`src/lcs_params.svh`:
```
`ifndef LCS_PARAMS_SVH
`define LCS_PARAMS_SVH

// Group geometry
`define LCS_CELLS 10
`define LCS_REGEN_CELL 5

// Register byte addresses
`define LCS_ADR_MODE 8'h00
`define LCS_ADR_CHAIN 8'h04
`define LCS_ADR_CTRL 8'h08
`define LCS_ADR_CSEL 8'h0C
`define LCS_ADR_LUT_BASE 8'h10
`define LCS_ADR_STATUS 8'h40

// Field positions inside the configuration and status words
`define LCS_FIELD_LO 0
`define LCS_FIELD_HI 16
`define LCS_CHIPRST_EN_BIT 31
`define LCS_STAT_CARRY_BIT 28
`define LCS_STAT_PIN_BIT 29

// Writable bit masks, reserved bits read zero
`define LCS_PAIR_MASK 32'h03FF_03FF
`define LCS_CTRL_MASK 32'h83FF_03FF
`define LCS_LOW_MASK 32'h0000_03FF
`define LCS_LUT_MASK 32'h0000_FFFF

// Reset and power-up values, all-cells and first-cell masks
`define LCS_CFG_RESET 32'h0000_0000
`define LCS_LUT_RESET 16'h0000
`define LCS_POWERUP_MASK 10'h000
`define LCS_ALL_CELLS 10'h3FF
`define LCS_FIRST_CELL 10'h001

`endif

```
`src/lcs_pkg.sv`:
```
`default_nettype none
`include "lcs_params.svh"

package lcs_pkg;
  // One bit per cell of the group
  typedef logic [`LCS_CELLS-1:0] lcs_cells_t;
  // Four-input lookup truth table
  typedef logic [15:0] lcs_lut_t;
  // Bus word
  typedef logic [31:0] lcs_word_t;
  // Index into a lookup table
  typedef logic [3:0] lcs_lut_idx_t;
endpackage

`default_nettype wire

```
`src/lcs_cell_group.sv`:
```
// Contract
// RL1 - Normal mode: four-input lookup, carry or fourth input
// RL2 - Normal mode async load from fourth input
// RL3 - Lookup output cascades to next cell
// RL4 - Arithmetic: two precomputed sums, two carries
// RL5 - Group carry-in picks rail, rail picks sum
// RL6 - Each rail selects its own carry-out
// RL7 - Both rails feed forward to next cell
// RL8 - Chain may start at any cell
// RL9 - Carry selection regenerated at cells five, ten
// RL10 - Final carry delivered to a cell
// RL11 - Chains continue into adjacent group, same row
// RL12 - Sum given registered and unregistered; here the comb copy is also flopped
// RL13 - Count enable, up/down from own inputs
// RL14 - Sync clear, sync load group-wide at edge
// RL15 - Add/subtract select drives first chain carry
// RL16 - Group-wide register controls in every mode
// RL17 - Preset is async load of one
// RL18 - Clear wins over preset/load
// RL19 - Two clears, one preset per group
// RL20 - Chip reset overrides all, else plain pin
// RL21 - Outside holds chip reset low at power-up
// RL22 - Registers power up zero unless configured one; here every register powers up zero, with no power-up-one option
// RL23 - Subtract inverts B, forces first carry one
// RL24 - Clock enable gates the group clock
// RL25 - Counter steps by one or holds
//
// Implementation choices: the Wishbone slave port and the address map.
`default_nettype none
`include "lcs_params.svh"

module lcs_cell_group (
  input wire logic clk_in,
  input wire logic rst_b_in,
  input wire logic wb_cyc_in,
  input wire logic wb_stb_in,
  input wire logic wb_we_in,
  input wire logic [7:0] wb_adr_in,
  input wire logic [31:0] wb_dat_in,
  input wire logic [3:0] wb_sel_in,
  output logic [31:0] wb_dat_out,
  output logic wb_ack_out,
  input wire logic [9:0] operand_a_input_in,
  input wire logic [9:0] operand_b_input_in,
  input wire logic [9:0] third_data_input_in,
  input wire logic [9:0] fourth_data_input_in,
  input wire logic carry_rail_assume_zero_in,
  input wire logic carry_rail_assume_one_in,
  input wire logic group_carry_in,
  input wire logic add_sub_select_in,
  input wire logic group_clock_enable_one_in,
  input wire logic async_clear_one_in,
  input wire logic async_clear_two_in,
  input wire logic async_load_in,
  input wire logic sync_clear_in,
  input wire logic sync_load_in,
  input wire logic chip_wide_reset_low_in,
  output logic [9:0] cell_reg_out,
  output logic [9:0] cell_comb_out,
  output logic carry_rail_assume_zero_out,
  output logic carry_rail_assume_one_out,
  output logic group_carry_out,
  output logic reset_pin_level_out
);

  // Configuration words
  lcs_pkg::lcs_word_t mode_q;
  lcs_pkg::lcs_word_t chain_q;
  lcs_pkg::lcs_word_t ctrl_q;
  lcs_pkg::lcs_word_t csel_q;
  lcs_pkg::lcs_lut_t lut_q [`LCS_CELLS];

  // Cell state and datapath
  lcs_pkg::lcs_cells_t cell_q;
  lcs_pkg::lcs_cells_t cell_d;
  lcs_pkg::lcs_cells_t comb_d;
  lcs_pkg::lcs_cells_t arith_cells;
  lcs_pkg::lcs_cells_t count_cells;
  lcs_pkg::lcs_cells_t start_cells;
  lcs_pkg::lcs_cells_t cascade_cells;
  lcs_pkg::lcs_cells_t clr_two_cells;
  lcs_pkg::lcs_cells_t preset_cells;
  lcs_pkg::lcs_cells_t carry_lut_cells;
  lcs_pkg::lcs_cells_t clear_hit;
  lcs_pkg::lcs_cells_t load_val;
  logic chip_rst_act;
  logic rail0;
  logic rail1;
  logic sel;
  logic prev_lut;
  logic a_v;
  logic b_v;
  logic c_v;
  logic sum0;
  logic sum1;
  logic lut_o;
  logic next_d;
  lcs_pkg::lcs_lut_idx_t idx;
  logic ack_q;
  lcs_pkg::lcs_word_t rdata_q;

  // Byte-lane merge for bus writes
  function automatic lcs_pkg::lcs_word_t lcs_merge(input lcs_pkg::lcs_word_t old_w,
                                                   input lcs_pkg::lcs_word_t new_w,
                                                   input logic [3:0] sel_w,
                                                   input lcs_pkg::lcs_word_t mask_w);
    lcs_pkg::lcs_word_t res;
    res = old_w;
    for (int b = 0; b < 4; b++) begin
      if (sel_w[b]) begin
        res[b*8 +: 8] = new_w[b*8 +: 8];
      end
    end
    return res & mask_w;
  endfunction

  // Byte address of one cell's lookup table
  function automatic logic [7:0] lcs_lut_addr(input int k);
    return `LCS_ADR_LUT_BASE + 8'(k * 4);
  endfunction

  // Field extraction
  assign arith_cells = mode_q[`LCS_FIELD_LO +: `LCS_CELLS];
  assign count_cells = mode_q[`LCS_FIELD_HI +: `LCS_CELLS];
  assign start_cells = chain_q[`LCS_FIELD_LO +: `LCS_CELLS];
  assign cascade_cells = chain_q[`LCS_FIELD_HI +: `LCS_CELLS];
  assign clr_two_cells = ctrl_q[`LCS_FIELD_LO +: `LCS_CELLS];
  assign preset_cells = ctrl_q[`LCS_FIELD_HI +: `LCS_CELLS];
  assign carry_lut_cells = csel_q[`LCS_FIELD_LO +: `LCS_CELLS];

  // Pin acts as chip reset only when enabled
  assign chip_rst_act = ctrl_q[`LCS_CHIPRST_EN_BIT] & ~chip_wide_reset_low_in; // [RL20]

  // Bus ack: one cycle after request, dropped next cycle
  always_ff @(posedge clk_in or negedge rst_b_in) begin
    if (!rst_b_in) begin
      ack_q <= 1'b0;
    end else begin
      ack_q <= wb_cyc_in & wb_stb_in & ~ack_q;
    end
  end

  // Configuration writes
  always_ff @(posedge clk_in or negedge rst_b_in) begin
    if (!rst_b_in) begin
      mode_q <= `LCS_CFG_RESET;
      chain_q <= `LCS_CFG_RESET;
      ctrl_q <= `LCS_CFG_RESET;
      csel_q <= `LCS_CFG_RESET;
      for (int k = 0; k < `LCS_CELLS; k++) begin
        lut_q[k] <= `LCS_LUT_RESET;
      end
    end else if (wb_cyc_in && wb_stb_in && wb_we_in && !ack_q) begin
      if (wb_adr_in == `LCS_ADR_MODE) begin
        mode_q <= lcs_merge(mode_q, wb_dat_in, wb_sel_in, `LCS_PAIR_MASK);
      end else if (wb_adr_in == `LCS_ADR_CHAIN) begin
        chain_q <= lcs_merge(chain_q, wb_dat_in, wb_sel_in, `LCS_PAIR_MASK);
      end else if (wb_adr_in == `LCS_ADR_CTRL) begin
        ctrl_q <= lcs_merge(ctrl_q, wb_dat_in, wb_sel_in, `LCS_CTRL_MASK);
      end else if (wb_adr_in == `LCS_ADR_CSEL) begin
        csel_q <= lcs_merge(csel_q, wb_dat_in, wb_sel_in, `LCS_LOW_MASK);
      end else begin
        for (int k = 0; k < `LCS_CELLS; k++) begin
          if (wb_adr_in == lcs_lut_addr(k)) begin
            lut_q[k] <= 16'(lcs_merge({16'h0000, lut_q[k]}, wb_dat_in, wb_sel_in,
                                      `LCS_LUT_MASK));
          end
        end
      end
    end
  end

  // Read data, captured with the ack; unmapped reads zero
  always_ff @(posedge clk_in or negedge rst_b_in) begin
    if (!rst_b_in) begin
      rdata_q <= `LCS_CFG_RESET;
    end else if (wb_cyc_in && wb_stb_in && !ack_q) begin
      rdata_q <= `LCS_CFG_RESET;
      if (wb_adr_in == `LCS_ADR_MODE) begin
        rdata_q <= mode_q;
      end else if (wb_adr_in == `LCS_ADR_CHAIN) begin
        rdata_q <= chain_q;
      end else if (wb_adr_in == `LCS_ADR_CTRL) begin
        rdata_q <= ctrl_q;
      end else if (wb_adr_in == `LCS_ADR_CSEL) begin
        rdata_q <= csel_q;
      end else if (wb_adr_in == `LCS_ADR_STATUS) begin
        rdata_q[`LCS_FIELD_LO +: `LCS_CELLS] <= cell_q;
        rdata_q[`LCS_FIELD_HI +: `LCS_CELLS] <= cell_comb_out;
        rdata_q[`LCS_STAT_CARRY_BIT] <= group_carry_out;
        rdata_q[`LCS_STAT_PIN_BIT] <= chip_wide_reset_low_in;
      end else begin
        for (int k = 0; k < `LCS_CELLS; k++) begin
          if (wb_adr_in == lcs_lut_addr(k)) begin
            rdata_q <= {16'h0000, lut_q[k]};
          end
        end
      end
    end
  end

  // Carry-select chain, lookup cascade and next register values
  always_comb begin
    rail0 = carry_rail_assume_zero_in;
    rail1 = carry_rail_assume_one_in;
    sel = group_carry_in;
    prev_lut = 1'b0;
    a_v = 1'b0;
    b_v = 1'b0;
    c_v = 1'b0;
    sum0 = 1'b0;
    sum1 = 1'b0;
    lut_o = 1'b0;
    next_d = 1'b0;
    idx = 4'h0;
    cell_d = cell_q;
    comb_d = '0;
    for (int i = 0; i < `LCS_CELLS; i++) begin
      // Actual carry into the middle cell becomes the new selector
      if (i == `LCS_REGEN_CELL) begin
        sel = sel ? rail1 : rail0; // [RL9]
      end
      // Counter cells add their own state to +1 or -1
      a_v = count_cells[i] ? cell_q[i] : operand_a_input_in[i]; // [RL13]
      b_v = count_cells[i] ? ~fourth_data_input_in[i] :
            (operand_b_input_in[i] ^ add_sub_select_in); // [RL23] [RL13]
      // Chain start seeds both rails with the first carry
      if (start_cells[i] && arith_cells[i]) begin // [RL8]
        rail0 = count_cells[i] ? fourth_data_input_in[i] : add_sub_select_in; // [RL15]
        rail1 = rail0;
      end
      c_v = sel ? rail1 : rail0; // [RL5]
      // Two precomputed sums
      sum0 = a_v ^ b_v; // [RL4]
      sum1 = ~(a_v ^ b_v); // [RL4]
      // Lookup input: carry or fourth input; first input may be the cascade
      idx = {carry_lut_cells[i] ? c_v : fourth_data_input_in[i], // [RL1] [RL10]
             third_data_input_in[i],
             operand_b_input_in[i],
             cascade_cells[i] ? prev_lut : operand_a_input_in[i]}; // [RL3]
      lut_o = lut_q[i][idx]; // [RL1]
      prev_lut = lut_o; // [RL3]
      if (arith_cells[i]) begin
        comb_d[i] = c_v ? sum1 : sum0; // [RL5] [RL12]
        next_d = (count_cells[i] && !third_data_input_in[i]) ? cell_q[i] : comb_d[i]; // [RL25]
        // Each rail chooses its own carry-out
        rail0 = rail0 ? (a_v | b_v) : (a_v & b_v); // [RL6] [RL7]
        rail1 = rail1 ? (a_v | b_v) : (a_v & b_v); // [RL6] [RL7]
      end else begin
        comb_d[i] = lut_o;
        next_d = lut_o;
      end
      cell_d[i] = next_d;
    end
  end

  // Per-cell clear choice between the two group clears
  assign clear_hit = (clr_two_cells & {`LCS_CELLS{async_clear_two_in}}) |
                     (~clr_two_cells & {`LCS_CELLS{async_clear_one_in}}); // [RL19]
  // Preset loads one, otherwise the fourth input
  assign load_val = preset_cells | (~preset_cells & fourth_data_input_in); // [RL17] [RL2]

  // Cell registers: chip reset, clear, load, then clocked path
  always_ff @(posedge clk_in or negedge rst_b_in) begin
    if (!rst_b_in) begin
      cell_q <= `LCS_POWERUP_MASK; // [RL22]
    end else if (chip_rst_act) begin
      cell_q <= '0; // [RL20]
    end else begin
      for (int i = 0; i < `LCS_CELLS; i++) begin
        if (clear_hit[i]) begin
          cell_q[i] <= 1'b0; // [RL18]
        end else if (async_load_in) begin
          cell_q[i] <= load_val[i]; // [RL16]
        end else if (group_clock_enable_one_in) begin // [RL24]
          if (sync_clear_in) begin
            cell_q[i] <= 1'b0; // [RL14]
          end else if (sync_load_in) begin
            cell_q[i] <= fourth_data_input_in[i]; // [RL14]
          end else begin
            cell_q[i] <= cell_d[i];
          end
        end
      end
    end
  end

  // Output flops: comb copy, rails, carry into next group of the row
  always_ff @(posedge clk_in or negedge rst_b_in) begin
    if (!rst_b_in) begin
      cell_comb_out <= '0;
      carry_rail_assume_zero_out <= 1'b0;
      carry_rail_assume_one_out <= 1'b0;
      group_carry_out <= 1'b0;
      reset_pin_level_out <= 1'b0;
    end else begin
      cell_comb_out <= comb_d; // [RL12]
      carry_rail_assume_zero_out <= rail0; // [RL11]
      carry_rail_assume_one_out <= rail1; // [RL11]
      group_carry_out <= sel ? rail1 : rail0; // [RL9] [RL11]
      reset_pin_level_out <= chip_wide_reset_low_in; // [RL20]
    end
  end

  assign cell_reg_out = cell_q;
  assign wb_dat_out = rdata_q;
  assign wb_ack_out = ack_q;

  // Helper conditions for the checks below
  logic quiet;
  logic add_cfg;
  logic cnt_cfg;
  assign quiet = !chip_rst_act && !async_clear_one_in && !async_clear_two_in && !async_load_in;
  assign add_cfg = arith_cells == `LCS_ALL_CELLS && start_cells == `LCS_FIRST_CELL &&
                   count_cells == '0;
  assign cnt_cfg = arith_cells == `LCS_ALL_CELLS && count_cells == `LCS_ALL_CELLS &&
                   start_cells == `LCS_FIRST_CELL && fourth_data_input_in == `LCS_ALL_CELLS &&
                   third_data_input_in == `LCS_ALL_CELLS;
endmodule

`default_nettype wire

```
`config.mk`:
```
export PLATFORM = sky130hd
export DESIGN_NAME = lcs_cell_group
export DESIGN_NICKNAME = d
export VERILOG_FILES = /design/src/lcs_pkg.sv /design/src/lcs_cell_group.sv
export VERILOG_INCLUDE_DIRS = /design/src
export SDC_FILE = /design/constraint.sdc
export NUM_CORES = 1
export LEC_CHECK = 0
export BUFFER_PORTS_ARGS = -buffer_cell sky130_fd_sc_hd__buf_2
export CAP_MARGIN = 20
export CORE_ASPECT_RATIO = 0.9
export CORE_MARGIN = 8
export CORE_UTILIZATION = 65
export CTS_CLUSTER_SIZE = 25
export DETAILED_ROUTE_END_ITERATION = 10
export PLACE_DENSITY = 0.86
export SYNTH_ARGS = -nofsm -noshare
export SYNTH_HDL_FRONTEND = slang
export SYNTH_SLANG_ARGS = --single-unit
```
`constraint.sdc`:
```
create_clock -name clk_in -period 22.1 [get_ports clk_in]
set_input_delay 6.63 -clock clk_in [delete_from_list [all_inputs] [get_ports clk_in]]
set_output_delay 6.63 -clock clk_in [all_outputs]
set_load 0.01 [all_outputs]
```
==> flow_summary.toml, run 1 <==
[detailed_routing]
drt-initial-drc-count = 2311
wl_per_cell_um = 27.5
vias_per_cell = 7.22
route.detailed.drc = 0
ant_nets = 0
wl_um = 57900
vias = 15200
dr.pass1.iters = 6

[synthesis]
synth_top_family_by_area = "multiplexers"
synthArstFlopShare_pct = 100
synth_seq_area_share_pct = 41.5
syn_area_sq_um = 17200
synthMuxAreaShare_pct = 24.2
synthTopCellsByArea = "dfrtp_1 (41%), mux2_2 (17%), mux2i_1 (3.6%)"
synthAdderAreaFrac_pct = 1.45
synthCells = 1627
synth_area_per_cell_sq_um = 10.6
yosysTopAreaCellShare_pct = 41.5
synth_compound_area_share_pct = 15.9
ys_types = 100
ys_warn_count = 0
synth_edf_count = 0
ys_dominant_reg_cell = "dfrtp_1"
netlist.top_cell.by_area = "dfrtp_1"
synth-simple-area-share_pct = 12.5
synth_xor_area_share_pct = 1.02
synth_seq_cells = 285

[global_route]
grt_max_degree = 79
gr-usage-all-layers_pct = 35.1
antenna_found_initial = 2
grt_overflow_total = 0
grt_pass1_vias = 14700
grt_pass1_wl_um = 87300

[floorplan]
die-area_sq_um = 31900
die_h_um = 170
boundaryPins = 157
start_util_pct = 66.0
rows = 56
dieWidth_um = 187
core_sq_um = 26100

[sta]
min_period_over_period_pct = 68.4
hold_viol_final = 0
fmax_ghz = 0.0662
setup_viol_count_final = 0
rsz0062_at_grt = "no"
worst_pin_slew_ns = 1.08
fin_skew_ns = 0.0187
relSlewSlack_pct = 27.4
tns_ns = 0
final-max-slew-violation-count = 0
min_period_ns = 15.11
fin_hold_ws_ns = 0.474

[clocking]
tritoncts = "done"
clk_latency_ns = 0.56
htreeDepth = 1
root_buffer = "clkbuf_16"
postCtsHoldBufs = 0
postCtsSetupBuffers = 0
cts_buffers = 29
clock_path_buffers = 3
cts.sinks = 285
clkTransAtPathRegs_ns = 0.06
post_cts_resized = 0

[critical_path]
worstRegToRegCells = 29
arrival_ns = 15.58
critPathMaxStageDelay_ns = 0.56
reg2reg_slack_ns = 12.90
crit_top_cell = "mux2i_1"
critPathTopFamily = "compound AO/OA/AOI/OAI gates"
r2r_start = "mode_q[16]"
worst-setup-path-type = "in2reg"
setup.worst_path.start_class = "input port"
required_ns = 22.57
cp-end-kind = "flip-flop"
regToRegEndpoint = "cell_reg_out[9]"
path_buf_inv = 2
slowest_stage = "a211oi_1"
path_max_fanout = 15

[layout]
final_common_cell = "dfrtp_1"
final-seq-area_sq_um = 7130
n_fill_cell = 1836
area_growth_pct = 10.6
fin_area_sq_um = 19000
finalNetCount = 1859
final_util_pct = 73.0
multiInputGateArea_sq_um = 9500
final_layout_size_suffix_gt1_share_pct = 30.5
layout_common_cells = "dfrtp_1 (285), mux2_2 (259), buf_2 (148), nand2_1 (145), nor2_1 (98)"

[placed_design]
routabilityCongestion = 0.988
io_buffers = 148
post_dp_cell_area_sq_um = 18100
dp_hpwl_um = 42300

[power]
power_density_nw_per_um2 = 58.9
irDropWorstVdd_uv = 75.0
p_leak_nw = 8.88
total_power_mw = 1.12

[min_path]
min_from = "wb_dat_out[12]"
min_path_type = "reg2reg"
hold_depth = 1
hold_end = "wb_dat_out[12]"

[run_status]
status = "completed"

[run]
cap_violations = 0
-- flip-flops by register name (all words and copies together), names as in the netlist --
signal                      flops
carry_rail_assume_zero_out      1
reset_pin_level_out             1
wb_dat_out                     29
carry_rail_assume_one_out       1
mode_q                         20
ctrl_q                         21
csel_q                         10
group_carry_out                 1
cell_reg_out                   10
cell_comb_out                  10
lut_q                         160
chain_q                        20
wb_ack_out                      1
-- cells by family after synthesis --
logic type,Yosys count
XOR/XNOR,20
multiplexers,351
AND/OR/NAND/NOR,438
adder cells (fa/ha/maj),20
AO/OA/AOI/OAI,381
flip-flops,285
other,1
buffers and inverters,131
-- cell type report --
| type | count | area share (%) |
|---|---|---|
| antenna | 1 | 0.0132 |
| clock buffer | 44 | 4.32 |
| clock inverter | 5 | 0.296 |
| inverter | 37 | 0.730 |
| multi-input combinational | 1213 | 49.9 |
| sequential | 285 | 37.5 |
| tap | 348 | 2.29 |
| timing repair buffer | 173 | 4.96 |
-- cell usage after synthesis (all sizes together), types with 17 or more instances --
library cell / instances
a21oi: 64
a221oi: 32
a22oi: 46
a31oi: 22
buf: 28
clkbuf: 65
dfrtp: 285
ha: 20
inv: 37
mux2: 263
mux2i: 63
mux4: 25
nand2: 146
nand3: 45
nor2: 99
nor3: 30
o211ai: 17
o21ai: 74
o31ai: 17
-- how the worst max path moves through the flow --
stage / from / slack [ns] / depth (start not counted) / to
3_5_place_dp: add_sub_select_in / 6.57 / 31 / cell_reg_out[9]
2_1_floorplan: add_sub_select_in / 7.99 / 31 / cell_reg_out[9]
4_1_cts: add_sub_select_in / 7.06 / 31 / cell_reg_out[9]
3_3_place_gp: add_sub_select_in / 6.66 / 31 / cell_reg_out[9]
5_1_grt: add_sub_select_in / 6.43 / 31 / cell_reg_out[9]
6_report: add_sub_select_in / 6.99 / 31 / cell_reg_out[9]
-- worst register-to-register path, delay by kind of cell (launching register included) --
family,cells,cell delay [ns]
AOI/OAI and AO/OA,13,4.32
and+or+nand+nor,8,2.34
muxes,6,1.66
DFF,1,0.53
adders and majority gates,1,0.20
buffers and inverters,1,0.06
-- where the power goes --
group          leakage, nW  internal [mW]  total, mW  switching, mW
Combinational         4.52         0.0393      0.118         0.0782
Clock                0.425          0.265      0.467          0.201
Sequential            3.93          0.529      0.537        0.00793
Total                 8.88          0.834       1.12          0.287
-- stage by stage --
stage | std cells | worst slack, ns
6_report | 2106 | 6.99
3_5_place_dp | 2047 | 6.57
5_1_grt | 2105 | 6.43
2_1_floorplan | 1629 | 7.99
4_1_cts | 2096 | 7.06
3_3_place_gp | 2045 | 6.66
-- per-layer routing --
metal	share of wire, %	GRT usage (%)
met4	4.7	13.3
met1	37	46.3
met2	44	54.5
met3	14	10.2
met5	0.024	0
(Power assumes the default switching activity.)
==> run 2: changes to the inputs <==
CORE_UTILIZATION = 61   (was 65)
PLACE_DENSITY = 0.82   (was 0.86)
clock period = 14.5 ns   (was 22.1 ns; I/O delays follow)
==> flow_summary.toml, run 2 (same netlist as run 1, synthesis figures left out) <==
[clocking]
clock_path_buffers = 3
tritoncts = "done"
post_cts_resized = 0
cts_buffers = 30
cts.sinks = 285
postCtsSetupBuffers = 0
htreeDepth = 1
postCtsHoldBufs = 0
root_buffer = "clkbuf_16"
clkTransAtPathRegs_ns = 0.06
clk_latency_ns = 0.57

[global_route]
grt_pass1_wl_um = 86500
grt_overflow_total = 0
grt_max_degree = 175
gr-usage-all-layers_pct = 33.3
grt_pass1_vias = 14600
antenna_found_initial = 3

[power]
p_leak_nw = 8.99
power_density_nw_per_um2 = 96.0
irDropWorstVdd_uv = 94.0

[detailed_routing]
wl_per_cell_um = 27.1
dr.pass1.iters = 9
route.detailed.drc = 0
vias_per_cell = 7.02
wl_um = 57600
vias = 14900
drt-initial-drc-count = 2026
ant_nets = 0

[layout]
final_util_pct = 69.2
final_common_cell = "dfrtp_1"
largest_reg_flops = 160
fin_cells = 2122
finalNetCount = 1856
final_layout_size_suffix_gt1_share_pct = 31.1
layout_common_cells = "dfrtp_1 (285), mux2_2 (259), buf_2 (148), nand2_1 (145), nor2_1 (97)"
top_register = "lut_q"
area_growth_pct = 12.1

[sta]
fin_hold_ws_ns = 0.465
min_period_ns = 12.69
relSlewSlack_pct = 26.1
setup_viol_count_final = 0
tns_ns = 0
hold_viol_final = 0
fin_skew_ns = 0.0131
min_period_over_period_pct = 87.5
worst_slack_ns = 1.81
worst_pin_slew_ns = 1.10
final-max-slew-violation-count = 0
fmax_ghz = 0.0788
rsz0062_at_grt = "no"

[min_path]
min_path_type = "reg2reg"
hold_depth = 2
min_from = "wb_dat_out[29]"
hold_end = "wb_dat_out[29]"

[critical_path]
required_ns = 15.00
path_buf_inv = 1
critPathTopFamily = "compound AO/OA/AOI/OAI gates"
worst-setup-path-type = "in2reg"
setup.worst_path.start_class = "input port"
reg2reg_slack_ns = 5.41
worstRegToRegCells = 26
regToRegEndpoint = "cell_reg_out[9]"
path_max_fanout = 15
r2r_start = "chain_q[16]"
cp.depth = 30
arrival_ns = 13.19
critPathMaxStageDelay_ns = 0.55
slowest_stage = "a211oi_1"
cp-end-kind = "flip-flop"

[floorplan]
rows = 58
core_sq_um = 27900
start_util_pct = 61.7
die_h_um = 175
die-area_sq_um = 33800
boundaryPins = 157
dieWidth_um = 193

[placed_design]
routabilityCongestion = 0.982
dp_hpwl_um = 41900
io_buffers = 148
dp_slack_ns = 1.26
dp_cells = 2059

[run_status]
status = "completed"

[run]
cap_violations = 0
run 2: changes by cell type in the layout (fill, tap and decap cells not counted), moves of 2 or more:
cell | before | now
clkbuf_1 | 11 | 3
buf_4 | 17 | 15
clkbuf_16 | 29 | 31
clkinv_2 | 2 | 6
bufinv_16 | 1 | 6
clkbuf_4 | 4 | 2
clkbuf_8 | 4 | 6
run 2: layer usage:
metal / vias up / global-route usage [%] / wire length, um
li1: 6354 / - / -
met1: 7223 / 45.1 / 22600
met2: 1115 / 50.6 / 25100
met3: 199 / 8.62 / 7240
met4: 4 / 12.9 / 2540
met5: - / 0 / 25
run 2: metrics by stage:
step / instance area [sq um] / total power, mW
global placement: 18100 / 0.999
detailed placement: 18100 / 1.00
finish: 19300 / 1.85
floorplan: 17200 / 0.922
CTS: 19200 / 1.85
global route: 19300 / 1.90
run 2: worst max-delay path by stage:
stage	slack [ns]	endpoint	start
after floorplan	2.67	cell_reg_out[9]	add_sub_select_in
after global placement	1.43	cell_reg_out[9]	add_sub_select_in
after detailed placement	1.26	cell_reg_out[9]	add_sub_select_in
after CTS	1.83	cell_reg_out[9]	add_sub_select_in
after global routing	1.45	cell_reg_out[9]	add_sub_select_in
final	1.81	cell_reg_out[9]	add_sub_select_in
run 2: power breakdown:
| group | leakage (nW) | total [mW] | switching, mW | internal [mW] |
|---|---|---|---|---|
| Combinational | 4.51 | 0.177 | 0.118 | 0.0596 |
| Sequential | 3.93 | 0.818 | 0.0121 | 0.806 |
| Clock | 0.546 | 0.856 | 0.329 | 0.527 |
| Total | 8.99 | 1.85 | 0.459 | 1.39 |
run 2: worst min-delay path, stage by stage (launching register included):
cell and delay (ns):
dfrtp_1 0.34, nand2_1 0.05, nand2_1 0.05
run 2: layout make-up:
class	count	area, sq um
multi-input combinational	1213	9500
clock inverter	16	243
tap	360	450
fill	2059	8590
inverter	37	139
clock buffer	40	870
sequential	285	7130
timing repair buffer	169	936
antenna	2	5.00
